`src/rtl/ibcm_pkg.sv`:
```
// Constants and types for the host-side in-band control message engine.
// Assumes a byte-wide 8b/10b symbol port on both lanes, in core_clk domain.

package ibcm_pkg;

    // ------------------------------------------------------------------
    // Symbols and CRC-8 generator
    // ------------------------------------------------------------------
    localparam logic [7:0] K28_1 = 8'h3c; // Packet start symbol (K flag set)
    localparam logic [7:0] K28_5 = 8'hbc; // Idle comma (K flag set)
    localparam logic [7:0] D16_2 = 8'h50; // Idle data half
    localparam logic [7:0] CRC_POLY = 8'h07; // Shared generator polynomial
    localparam logic [7:0] CRC_INIT = 8'h00; // Shared start value

    // ------------------------------------------------------------------
    // Packet layout
    // ------------------------------------------------------------------
    localparam int CTL_STATUS_BIT = 7; // Status class when set
    localparam int CTL_ACK_BIT = 6; // Acknowledge / response when set
    localparam int CTL_WRITE_BIT = 5; // Write access when set
    localparam logic [7:0] CTL_STATUS_ACK = 8'hc0; // Status acknowledge
    localparam logic [2:0] IDX_CRC = 3'h5; // Last index of an outgoing packet
    localparam logic [2:0] IDX_RX_CRC = 3'h4; // CRC index after the start

    // ------------------------------------------------------------------
    // Register map (byte addresses) and reset values
    // ------------------------------------------------------------------
    localparam logic [7:0] ADR_CTRL = 8'h00; // Control
    localparam logic [7:0] ADR_CMD = 8'h04; // Register access order
    localparam logic [7:0] ADR_MDIO = 8'h08; // Register access result
    localparam logic [7:0] ADR_STAT = 8'h0c; // Last PHY status
    localparam logic [7:0] ADR_LINK = 8'h10; // Link pins
    localparam int CTRL_PWR_BIT = 0; // Power/clock good to the PHY
    localparam int CTRL_HALF_BIT = 1; // Half-rate lane mode
    localparam int CTRL_AUTO_BIT = 2; // Acknowledge status automatically
    localparam logic [2:0] CTRL_RESET = 3'h6; // Reset held, half rate, auto
    localparam int STAT_NEW_BIT = 16; // New status arrived (write 1 clears)
    localparam int STAT_CRCERR_BIT = 17; // Bad CRC seen (write 1 clears)
    localparam int MDIO_BUSY_BIT = 16; // Request outstanding
    localparam int MDIO_DONE_BIT = 17; // Response arrived

    // ------------------------------------------------------------------
    // State machine codes
    // ------------------------------------------------------------------
    typedef enum logic {TX_IDLE = 1'b0, TX_PKT = 1'b1} ibcm_tx_state_t;
    typedef enum logic {RX_HUNT = 1'b0, RX_BODY = 1'b1} ibcm_rx_state_t;

endpackage

```
`src/rtl/ibcm_crc8.sv`:
```
// One-byte CRC-8 step, MSB first, for packet build and check.
// Assumes a purely combinational use by the engine in the same clock.
`timescale 1ns/10ps

module ibcm_crc8 #(
    parameter logic [7:0] POLY = 8'h07
) (
    // Running value and next byte
    input wire logic [7:0] crc_in,
    input wire logic [7:0] data_in,
    // Updated value
    output logic [7:0] crc_out
);

    // ------------------------------------------------------------------
    // Bit-serial division unrolled over one byte
    // ------------------------------------------------------------------
    always_comb begin
        logic [7:0] c;
        c = crc_in ^ data_in;
        for (int i = 0; i < 8; i++) begin
            // Shift and fold in the polynomial on a carry
            c = c[7] ? ({c[6:0], 1'b0} ^ POLY) : {c[6:0], 1'b0};
        end
        crc_out = c;
    end

endmodule // ibcm_crc8

```
`src/rtl/ibcm_host.sv`:
```
// Host-side in-band control message engine for a half-rate serial PHY.
// Assumes byte-wide symbol ports to an 8b/10b serializer and deserializer
// that run on core_clk; software reaches it over classic Wishbone.
//
// How it works
// - Separate transmit and receive serial lanes
// - Host provides PHY reference clock
// - Drive power-good reset; honour clock request
// - Carry frames only, no expansion-bus packets
// - Send idle symbols; receiver syncs per gigabit
// - Port runs half rate from preloaded config
// - Start symbol, trailing CRC excluding start
// - Request control byte: cmd, rw, register
// - Write data MSB first; zeros for read
// - Last byte: PHY address, top bits zero
// - Acknowledge status with control byte C0
//
// Local design decisions: the Wishbone interface to the registers and the address map.
`timescale 1ns/10ps

module ibcm_host (
    // Clock and reset
    input wire logic core_clk,
    input wire logic reset,
    // Wishbone classic slave
    input wire logic wb_cyc_i,
    input wire logic wb_stb_i,
    input wire logic wb_we_i,
    input wire logic [7:0] wb_adr_i,
    input wire logic [3:0] wb_sel_i,
    input wire logic [31:0] wb_dat_i,
    output logic [31:0] wb_dat_o,
    output logic wb_ack_o,
    // Transmit lane symbol port
    output logic [7:0] tx_data,
    output logic tx_is_k,
    output logic tx_valid,
    input wire logic tx_ready,
    // Receive lane symbol port
    input wire logic [7:0] rx_data,
    input wire logic rx_is_k,
    input wire logic rx_valid,
    input wire logic rx_sync,
    // PHY side pins
    output logic power_clock_good_reset_n,
    input wire logic refclk_request_n,
    output logic refclk_enable,
    output logic half_rate_serial_mode
);

    // ------------------------------------------------------------------
    // State record
    // ------------------------------------------------------------------
    typedef struct packed {
        logic wb_ack; // Bus answer
        logic [31:0] wb_dat; // Bus read data
        logic [2:0] ctrl; // Control bits
        logic [4:0] cmd_reg; // Register number
        logic [4:0] cmd_phy; // PHY address
        logic cmd_wr; // Write access
        logic [15:0] cmd_data; // Write value
        logic mdio_busy; // Awaiting response
        logic mdio_pend; // Request not yet sent
        logic mdio_done; // Response taken
        logic [15:0] mdio_rdata; // Returned data
        logic [15:0] status; // Last status bytes
        logic stat_new; // Status arrived
        logic crc_err; // Bad packet seen
        logic ack_pend; // Acknowledge owed
        ibcm_pkg::ibcm_tx_state_t tx_state; // Transmit sequencer
        logic [2:0] tx_idx; // Byte in packet
        logic [7:0] tx_crc; // Running transmit CRC
        logic tx_kind; // 1 register access, 0 acknowledge
        logic [7:0] tx_data; // Byte on the lane
        logic tx_is_k; // Control symbol flag
        logic idle_ph; // Comma just sent
        ibcm_pkg::ibcm_rx_state_t rx_state; // Receive parser
        logic [2:0] rx_idx; // Byte in packet
        logic [7:0] rx_crc; // Running receive CRC
        logic [31:0] rx_buf; // Control and three data bytes
        logic [1:0] req_sync; // Clock request synchroniser
        logic refclk_on; // Reference clock enable
    } ibcm_state_t;

    ibcm_state_t st; // Registered state
    ibcm_state_t next_st; // Next state
    logic [7:0] tx_body_byte; // Next packet byte
    logic [7:0] tx_crc_step; // CRC after that byte
    logic [7:0] rx_crc_step; // CRC after received byte
    logic [7:0] rx_ctl; // Received control byte
    logic bus_req; // New bus cycle
    logic bus_wr; // Full-word write
    logic rx_done; // Good packet complete
    logic rx_is_status; // Complete packet is status

    // ------------------------------------------------------------------
    // Outgoing packet bytes
    // ------------------------------------------------------------------
    // Byte at a given index of the packet of the given kind
    function automatic logic [7:0] pkt_byte(input logic kind,
                                            input logic [2:0] idx,
                                            input ibcm_state_t s);
        logic [7:0] b;
        b = 8'h00;
        if (!kind) begin
            if (idx == 3'h1) begin
                b = ibcm_pkg::CTL_STATUS_ACK;
            end
        end else begin
            unique case (idx)
                3'h1: b = {2'b00, s.cmd_wr, s.cmd_reg};
                3'h2: b = s.cmd_wr ? s.cmd_data[15:8] : 8'h00;
                3'h3: b = s.cmd_wr ? s.cmd_data[7:0] : 8'h00;
                3'h4: b = {3'b000, s.cmd_phy};
                default: b = 8'h00;
            endcase
        end
        return b;
    endfunction

    assign tx_body_byte = pkt_byte(st.tx_kind, st.tx_idx + 3'h1, st);

    // Same generator for build and check
    ibcm_crc8 #(.POLY(ibcm_pkg::CRC_POLY)) u_tx_crc (
        .crc_in(st.tx_crc),
        .data_in(tx_body_byte),
        .crc_out(tx_crc_step)
    );

    ibcm_crc8 #(.POLY(ibcm_pkg::CRC_POLY)) u_rx_crc (
        .crc_in(st.rx_crc),
        .data_in(rx_data),
        .crc_out(rx_crc_step)
    );

    // ------------------------------------------------------------------
    // Decodes shared by logic and checks
    // ------------------------------------------------------------------
    assign bus_req = wb_cyc_i && wb_stb_i && !st.wb_ack;
    assign bus_wr = bus_req && wb_we_i && (wb_sel_i == 4'hf);
    assign rx_ctl = st.rx_buf[31:24];
    // Good packet ends when the CRC byte matches the running value
    assign rx_done = rx_valid && !rx_is_k && (st.rx_state == ibcm_pkg::RX_BODY)
        && (st.rx_idx == ibcm_pkg::IDX_RX_CRC) && (rx_data == st.rx_crc);
    assign rx_is_status = rx_ctl[ibcm_pkg::CTL_STATUS_BIT]
        && !rx_ctl[ibcm_pkg::CTL_ACK_BIT];

    // ------------------------------------------------------------------
    // Next-state logic
    // ------------------------------------------------------------------
    always_comb begin
        next_st = st;
        // Wishbone: answer one cycle after the request, drop next cycle
        next_st.wb_ack = bus_req;
        if (bus_req && !wb_we_i) begin
            unique case (wb_adr_i)
                ibcm_pkg::ADR_CTRL: next_st.wb_dat = {29'h0, st.ctrl};
                ibcm_pkg::ADR_CMD: next_st.wb_dat = {st.cmd_data, 5'h0,
                    st.cmd_wr, st.cmd_phy, st.cmd_reg};
                ibcm_pkg::ADR_MDIO: next_st.wb_dat = {14'h0, st.mdio_done,
                    st.mdio_busy, st.mdio_rdata};
                ibcm_pkg::ADR_STAT: next_st.wb_dat = {14'h0, st.crc_err,
                    st.stat_new, st.status};
                ibcm_pkg::ADR_LINK: next_st.wb_dat = {30'h0, rx_sync,
                    st.refclk_on};
                default: next_st.wb_dat = 32'h0; // Unmapped reads zero
            endcase
        end
        // Register writes; clears come before hardware sets
        if (bus_wr) begin
            unique case (wb_adr_i)
                ibcm_pkg::ADR_CTRL: next_st.ctrl = wb_dat_i[2:0];
                ibcm_pkg::ADR_CMD: begin
                    // New request only when none is outstanding
                    if (!st.mdio_busy) begin
                        next_st.cmd_reg = wb_dat_i[4:0];
                        next_st.cmd_phy = wb_dat_i[9:5];
                        next_st.cmd_wr = wb_dat_i[10];
                        next_st.cmd_data = wb_dat_i[31:16];
                        next_st.mdio_busy = 1'b1;
                        next_st.mdio_pend = 1'b1;
                        next_st.mdio_done = 1'b0;
                    end
                end
                ibcm_pkg::ADR_STAT: begin
                    if (wb_dat_i[ibcm_pkg::STAT_NEW_BIT]) begin
                        next_st.stat_new = 1'b0;
                    end
                    if (wb_dat_i[ibcm_pkg::STAT_CRCERR_BIT]) begin
                        next_st.crc_err = 1'b0;
                    end
                end
                default: ; // Other writes ignored
            endcase
        end
        // Transmit lane: advance when the serializer takes a symbol
        if (tx_ready) begin
            if (st.tx_state == ibcm_pkg::TX_IDLE) begin
                if (st.idle_ph) begin
                    // Second half of the idle ordered set
                    next_st.tx_data = ibcm_pkg::D16_2;
                    next_st.tx_is_k = 1'b0;
                    next_st.idle_ph = 1'b0;
                end else if (st.ack_pend || st.mdio_pend) begin
                    // Control packets slot between idles only
                    next_st.tx_state = ibcm_pkg::TX_PKT;
                    next_st.tx_idx = 3'h0;
                    next_st.tx_crc = ibcm_pkg::CRC_INIT;
                    next_st.tx_kind = !st.ack_pend;
                    next_st.tx_data = ibcm_pkg::K28_1;
                    next_st.tx_is_k = 1'b1;
                    if (st.ack_pend) begin
                        next_st.ack_pend = 1'b0;
                    end else begin
                        next_st.mdio_pend = 1'b0;
                    end
                end else begin
                    next_st.tx_data = ibcm_pkg::K28_5;
                    next_st.tx_is_k = 1'b1;
                    next_st.idle_ph = 1'b1;
                end
            end else if (st.tx_idx == ibcm_pkg::IDX_CRC) begin
                // Packet done, resume idles
                next_st.tx_state = ibcm_pkg::TX_IDLE;
                next_st.tx_data = ibcm_pkg::K28_5;
                next_st.tx_is_k = 1'b1;
                next_st.idle_ph = 1'b1;
            end else if (st.tx_idx == 3'h4) begin
                // Trailing CRC covers bytes after the start
                next_st.tx_idx = ibcm_pkg::IDX_CRC;
                next_st.tx_data = st.tx_crc;
                next_st.tx_is_k = 1'b0;
            end else begin
                next_st.tx_idx = st.tx_idx + 3'h1;
                next_st.tx_data = tx_body_byte;
                next_st.tx_is_k = 1'b0;
                next_st.tx_crc = tx_crc_step;
            end
        end
        // Receive lane parser
        if (rx_valid) begin
            if (rx_is_k) begin
                // Start symbol opens a packet; any other K aborts one
                if (rx_data == ibcm_pkg::K28_1) begin
                    next_st.rx_state = ibcm_pkg::RX_BODY;
                    next_st.rx_idx = 3'h0;
                    next_st.rx_crc = ibcm_pkg::CRC_INIT;
                end else begin
                    next_st.rx_state = ibcm_pkg::RX_HUNT;
                end
            end else if (st.rx_state == ibcm_pkg::RX_BODY) begin
                if (st.rx_idx == ibcm_pkg::IDX_RX_CRC) begin
                    next_st.rx_state = ibcm_pkg::RX_HUNT;
                    if (rx_data != st.rx_crc) begin
                        next_st.crc_err = 1'b1; // Dropped packet
                    end
                end else begin
                    next_st.rx_buf = {st.rx_buf[23:0], rx_data};
                    next_st.rx_crc = rx_crc_step;
                    next_st.rx_idx = st.rx_idx + 3'h1;
                end
            end
        end
        // Act on a good packet
        if (rx_done) begin
            if (rx_is_status) begin
                next_st.status = st.rx_buf[23:8];
                next_st.stat_new = 1'b1;
                if (st.ctrl[ibcm_pkg::CTRL_AUTO_BIT]) begin
                    next_st.ack_pend = 1'b1;
                end
            end else if (!rx_ctl[ibcm_pkg::CTL_STATUS_BIT]
                && rx_ctl[ibcm_pkg::CTL_ACK_BIT] && st.mdio_busy
                && !st.mdio_pend && (rx_ctl[4:0] == st.cmd_reg)) begin
                // Response matching the outstanding request
                next_st.mdio_rdata = st.rx_buf[23:8];
                next_st.mdio_busy = 1'b0;
                next_st.mdio_done = 1'b1;
            end
        end
        // Clock request pin, two flops before use
        next_st.req_sync = {st.req_sync[0], refclk_request_n};
        next_st.refclk_on = !st.req_sync[1];
    end

    // ------------------------------------------------------------------
    // State register
    // ------------------------------------------------------------------
    always_ff @(posedge core_clk) begin
        if (reset) begin
            st <= '0;
            st.ctrl <= ibcm_pkg::CTRL_RESET;
            st.tx_data <= ibcm_pkg::K28_5;
            st.tx_is_k <= 1'b1;
            st.idle_ph <= 1'b1;
            st.req_sync <= 2'b11;
        end else begin
            st <= next_st;
        end
    end

    // ------------------------------------------------------------------
    // Outputs
    // ------------------------------------------------------------------
    assign wb_ack_o = st.wb_ack;
    assign wb_dat_o = st.wb_dat;
    assign tx_data = st.tx_data;
    assign tx_is_k = st.tx_is_k;
    assign tx_valid = 1'b1;
    assign power_clock_good_reset_n = st.ctrl[ibcm_pkg::CTRL_PWR_BIT];
    assign refclk_enable = st.refclk_on;
    assign half_rate_serial_mode = st.ctrl[ibcm_pkg::CTRL_HALF_BIT];

    // ------------------------------------------------------------------
    // Checks
    // ------------------------------------------------------------------
    a_reset_holds_phy: assert property (@(posedge core_clk)
        reset |=> !power_clock_good_reset_n)
        else $error("PHY reset not held after host reset");

    a_idle_pair_order: assert property (@(posedge core_clk)
        disable iff (reset)
        (tx_ready && st.tx_state == ibcm_pkg::TX_IDLE && st.idle_ph)
        |=> (tx_data == ibcm_pkg::D16_2) && !tx_is_k)
        else $error("Comma not followed by idle data symbol");

    a_pkt_start_sym: assert property (@(posedge core_clk)
        disable iff (reset)
        $rose(st.tx_state == ibcm_pkg::TX_PKT)
        |-> (tx_data == ibcm_pkg::K28_1) && tx_is_k && st.tx_idx == 3'h0)
        else $error("Packet did not open with start symbol");

    a_crc_tail_byte: assert property (@(posedge core_clk)
        disable iff (reset)
        (tx_ready && st.tx_state == ibcm_pkg::TX_PKT && st.tx_idx == 3'h4)
        |=> tx_data == $past(st.tx_crc) && !tx_is_k)
        else $error("Trailing byte is not the running CRC");

    a_req_ctl_byte: assert property (@(posedge core_clk)
        disable iff (reset)
        (st.tx_state == ibcm_pkg::TX_PKT && st.tx_kind && st.tx_idx == 3'h1)
        |-> tx_data == {2'b00, st.cmd_wr, st.cmd_reg})
        else $error("Request control byte malformed");

    a_read_data_zero: assert property (@(posedge core_clk)
        disable iff (reset)
        (st.tx_state == ibcm_pkg::TX_PKT && st.tx_kind && !st.cmd_wr
        && (st.tx_idx == 3'h2 || st.tx_idx == 3'h3)) |-> tx_data == 8'h00)
        else $error("Read request carries nonzero data");

    a_phy_addr_byte: assert property (@(posedge core_clk)
        disable iff (reset)
        (st.tx_state == ibcm_pkg::TX_PKT && st.tx_kind && st.tx_idx == 3'h4)
        |-> tx_data == {3'b000, st.cmd_phy})
        else $error("PHY address byte malformed");

    a_status_ack_owed: assert property (@(posedge core_clk)
        disable iff (reset)
        (rx_done && rx_is_status && st.ctrl[ibcm_pkg::CTRL_AUTO_BIT])
        |=> st.ack_pend || st.tx_state == ibcm_pkg::TX_PKT)
        else $error("Status packet left unacknowledged");

    a_ack_ctl_byte: assert property (@(posedge core_clk)
        disable iff (reset)
        (st.tx_state == ibcm_pkg::TX_PKT && !st.tx_kind && st.tx_idx == 3'h1)
        |-> tx_data == ibcm_pkg::CTL_STATUS_ACK)
        else $error("Acknowledge control byte wrong");

    a_bus_ack_pulse: assert property (@(posedge core_clk)
        disable iff (reset)
        wb_ack_o |=> !wb_ack_o)
        else $error("Bus answer held over two cycles");

endmodule // ibcm_host

```
`config.mk`:
```
export PLATFORM = sky130hd
export DESIGN_NAME = ibcm_host
export DESIGN_NICKNAME = d
export VERILOG_FILES = /design/src/rtl/ibcm_pkg.sv /design/src/rtl/ibcm_crc8.sv /design/src/rtl/ibcm_host.sv
export SDC_FILE = /design/constraint.sdc
export NUM_CORES = 1
export LEC_CHECK = 0
export ABC_CLOCK_PERIOD_IN_PS = 4000
export BUFFER_PORTS_ARGS = -buffer_cell sky130_fd_sc_hd__buf_4
export CORE_MARGIN = 5
export CORE_UTILIZATION = 46
export CTS_BUF_LIST = sky130_fd_sc_hd__clkbuf_4 sky130_fd_sc_hd__clkbuf_8
export CTS_CLUSTER_DIAMETER = 30
export DETAILED_ROUTE_END_ITERATION = 16
export PLACE_DENSITY = 0.66
export SLEW_MARGIN = 20
export SYNTH_ARGS = -nofsm -noshare
export SYNTH_HDL_FRONTEND = slang
export SYNTH_SLANG_ARGS = --single-unit
```
`constraint.sdc`:
```
create_clock -name core_clk -period 4 [get_ports core_clk]
set_input_delay 0 -clock core_clk [delete_from_list [all_inputs] [get_ports core_clk]]
set_output_delay 0 -clock core_clk [all_outputs]
set_load 0.005 [all_outputs]
```
==> out/qor.csv <==
stage;metric;value;unit
pwr;peakVddDrop;207;µV
layout;syn_to_final_growth;17.9;%
clock_tree;root_buffer;clkbuf_8;
pwr;switchingPower;744;µW
synth;synthArstFlopShare;0;
clock_tree;cts_tree;yes;
worst_setup_path;crit_start;st[66];
clock_tree;clock-sinks;170;
timing;hold_viol;0;
placed_design;post-dp-hpwl;13700;µm
global_routing;grt_usage;0.202;
synth;yosysSeqAreaShare;0.429;
worst_setup_path;cp-start-kind;flop;
timing;relSlewSlack;0.323;
timing;max_freq;0.310;GHz
layout;final_util;0.546;
timing;setup_viol;0;
layout;num_antenna_cells;0;
run;maxCapViolations;0;
synth;synth_cell_types;60;
synth;syn_area;0.00793;mm²
synth;synth_top_cell_area_share;0.429;
worst_setup_path;endpoint_kind;flop;
placed_design;place_inst;1181;
pwr;seq_power_share;0.551;
timing;finalMaxSlewViolations;0;
pwr;swShare;0.241;
clock_tree;clockBufferDepth;2;
die;die_h;141;µm
synth;yosysTopAreaCell;dfxtp_1;
pwr;power_density;331;mW/mm²
layout;finalNonFillerCells;1257;
die;fp.dieW;141;µm
layout;layout-drive-gt1-share;0.158;
die;die-area;0.0200;mm²
route;wl_per_cell;16.1;µm
route;drt_iter0_markers;461;
global_routing;grt_remaining_overflow;0;
timing;rsz0062_at_grt;false;
pwr;power.internal;2.35;mW
worst_setup_path;worst_r2r_path_depth;8;
worst_setup_path;r2r-end;st[61];
worst_setup_path;cp_max_fo;7;
global_routing;grt_pass1_vias;6483;
synth;synth.area.top_cells;dfxtp_1, nand2_1, a21oi_1;
worst_setup_path;cp_cell_sequence;ha_1 > xnor2_1 > mux2_2 > o211a_1 > xnor2_1 > xnor2_1 > mux2_1 > or4_1;
placed_design;gp_congestion;0.873;
route;totalWireLength;20300;µm
route;drc;0;
synth;ys_ff_latch;170;
die;pin_count;108;
pwr;p_comb_frac;0.062;
die;rows;48;
route;drtAntennaViolNets;0;
global_routing;grt_start_max_net_pins;99;
timing;min_period;3.22;ns
worst_setup_path;crit_family;XOR/XNOR gates;
worst_setup_path;cp.depth;8;
clock_tree;clock_latency;0.47;ns
pwr;leakagePower;3.43;nW
worst_setup_path;cp_num_buf_inv;0;
worst_setup_path;worstReg2RegStart;st[66];
worst_setup_path;crit_required;4.35;ns
pwr;finalPower;3.09;mW
route;viasPerCell;5.34;
route;firstDrtPassIters;5;
worst_hold_path;min_path_type;in -> reg;
worst_setup_path;critPathKind;reg -> reg;
global_routing;antenna_found_initial;0;
status;status;finished, final reports clean;
worst_setup_path;crit_top_cell;xnor2_1;
global_routing;grt_first_pass_wirelength;32700;µm
timing;worst_pin_slew;1.02;ns
route;vias;6715;
synth;synth-main-ff-cell;dfxtp_1;
pwr;clockPowerShare;0.386;
synth;synthesis.nets;1019;
synth;ys_warn_count;0;
layout;nNetsFinal;1091;
placed_design;place.port_buffers;101;
synth;synth_edf_count;0;
clock_tree;htreeDepth;4;
timing;finClkSkew;0.0132;ns
worst_setup_path;crit_slowest_cell;xnor2_1;
timing;period_share;0.806;
worst_setup_path;endpoint;st[61];
die;initial_core_util;0.463;
clock_tree;clk_pin_slew;0.09;ns
die;core-area;0.0171;mm²
worst_setup_path;r2r_setup_slack;0.78;ns
synth;syn_inst;947;
worst_setup_path;cp_slowest_stage_delay;0.46;ns
synth;syn_avg_cell_area;8.38;µm²
timing;setup_tns;0;ns
worst_setup_path;arrival;3.57;ns
clock_tree;cts_buffers;17;
cell usage in the layout (no fill, tap or decap), types with 4 or more instances in the layout:
cell	n
xnor2_1	29
ha_1	10
nand2b_1	5
nand3b_1	7
nand3_1	12
o211ai_1	4
or3_1	7
nand2_1	131
a211o_1	4
nor2_1	103
a211oi_1	6
a22oi_1	38
clkbuf_8	20
buf_4	112
dfxtp_1	170
mux2_2	6
a22o_1	17
nor4_1	4
o21ai_0	45
and3_1	8
a21oi_1	96
xor2_1	11
dlygate4sd3_1	44
inv_1	12
mux2i_1	40
and2_1	5
nor3_1	22
metrics by stage:
stage	cell area, µm²	setup WS (ns)	hold WS [ns]
final	9350	0.776	0.0222
after detailed placement	8520	0.779	0.187
after global routing	9350	0.515	0.0990
after CTS	9350	0.787	0.0140
after floorplan	7930	1.05	0.104
after global placement	8520	0.825	0.187
layout make-up:
type | count | area [µm²]
clock buffers | 20 | 275
clock inverters | 12 | 115
fillers | 1614 | 7760
inverters | 12 | 45.0
multi-input cells | 662 | 3950
flip-flops and latches | 170 | 3400
well taps | 225 | 282
repair buffers | 156 | 1280
flip-flops by register name, summed over array words and instances, names as in the netlist:
name	count
st	117
wb_dat_o	32
tx_data	8
rx_ctl	7
half_rate_serial_mode	1
next_st	1
power_clock_good_reset_n	1
refclk_enable	1
tx_is_k	1
wb_ack_o	1
timing repair:
item,in CTS,in global routing
hold endpoints to repair,56,0
hold buffers,44,0
buffers inserted,0,0
gates resized for setup,0,0
worst min-delay path by stage:
| stage | start | slack (ns) | cells after the start | to |
|---|---|---|---|---|
| 2_1_floorplan | refclk_request_n | 0.10 | 1 | next_st[2] |
| 3_3_place_gp | refclk_request_n | 0.19 | 2 | next_st[2] |
| 3_5_place_dp | refclk_request_n | 0.19 | 2 | next_st[2] |
| 4_1_cts | rx_sync | 0.01 | 5 | wb_dat_o[1] |
| 5_1_grt | rx_sync | 0.1 | 5 | wb_dat_o[1] |
| 6_report | rx_sync | 0.02 | 5 | wb_dat_o[1] |
cell families (layout without fill, tap and decap cells):
kind of cell    Yosys count  count (layout)  share of synthesized area
fa+ha+maj                10              10                     0.0158
compound gates          232             232                      0.180
xor+xnor                 43              43                     0.0525
simple gates            328             328                      0.184
mux                      48              48                     0.0633
flops                   170             170                      0.429
buf+inv                 115             200                     0.0746
other cells               1               1                   0.000473
synthesized netlist by cell type (all sizes together), types with 4 or more instances:
master and number:
a211o 4, a211oi 6, a21oi 96, a22o 17, a22oi 38, and2 5
and3 8, buf 52, clkbuf 51, dfxtp 170, ha 10, inv 12
mux2 7, mux2i 40, nand2 132, nand2b 5, nand3 12, nand3b 7
nor2 104, nor3 22, nor3b 4, nor4 5, o211ai 5, o21ai 45
or3 7, xnor2 29, xor2 13
worst min-delay path, stage by stage:
cell      delay (ns)
buf_4           0.08
nand3_1         0.06
o21ai_0         0.08
a221oi_1        0.09
nor3_1          0.13
per-layer routing:
layer | vias to the layer above | track usage | wire length (µm)
li1 | 3376 | - | -
met1 | 3156 | 0.253 | 8850
met2 | 140 | 0.340 | 9910
met3 | 43 | 0.0351 | 826
met4 | 0 | 0.0938 | 673
met5 | - | 0 | 0
power by group through the flow:
stage                     combinational, mW  clock (mW)  sequential (mW)
final                                 0.192        1.19             1.70
after global routing                  0.209        1.29             1.71
after CTS                             0.193        1.23             1.70
after detailed placement              0.158           0             1.74
after global placement                0.158           0             1.74
after floorplan                      0.0879           0             1.74
(Power assumes the default switching activity.)
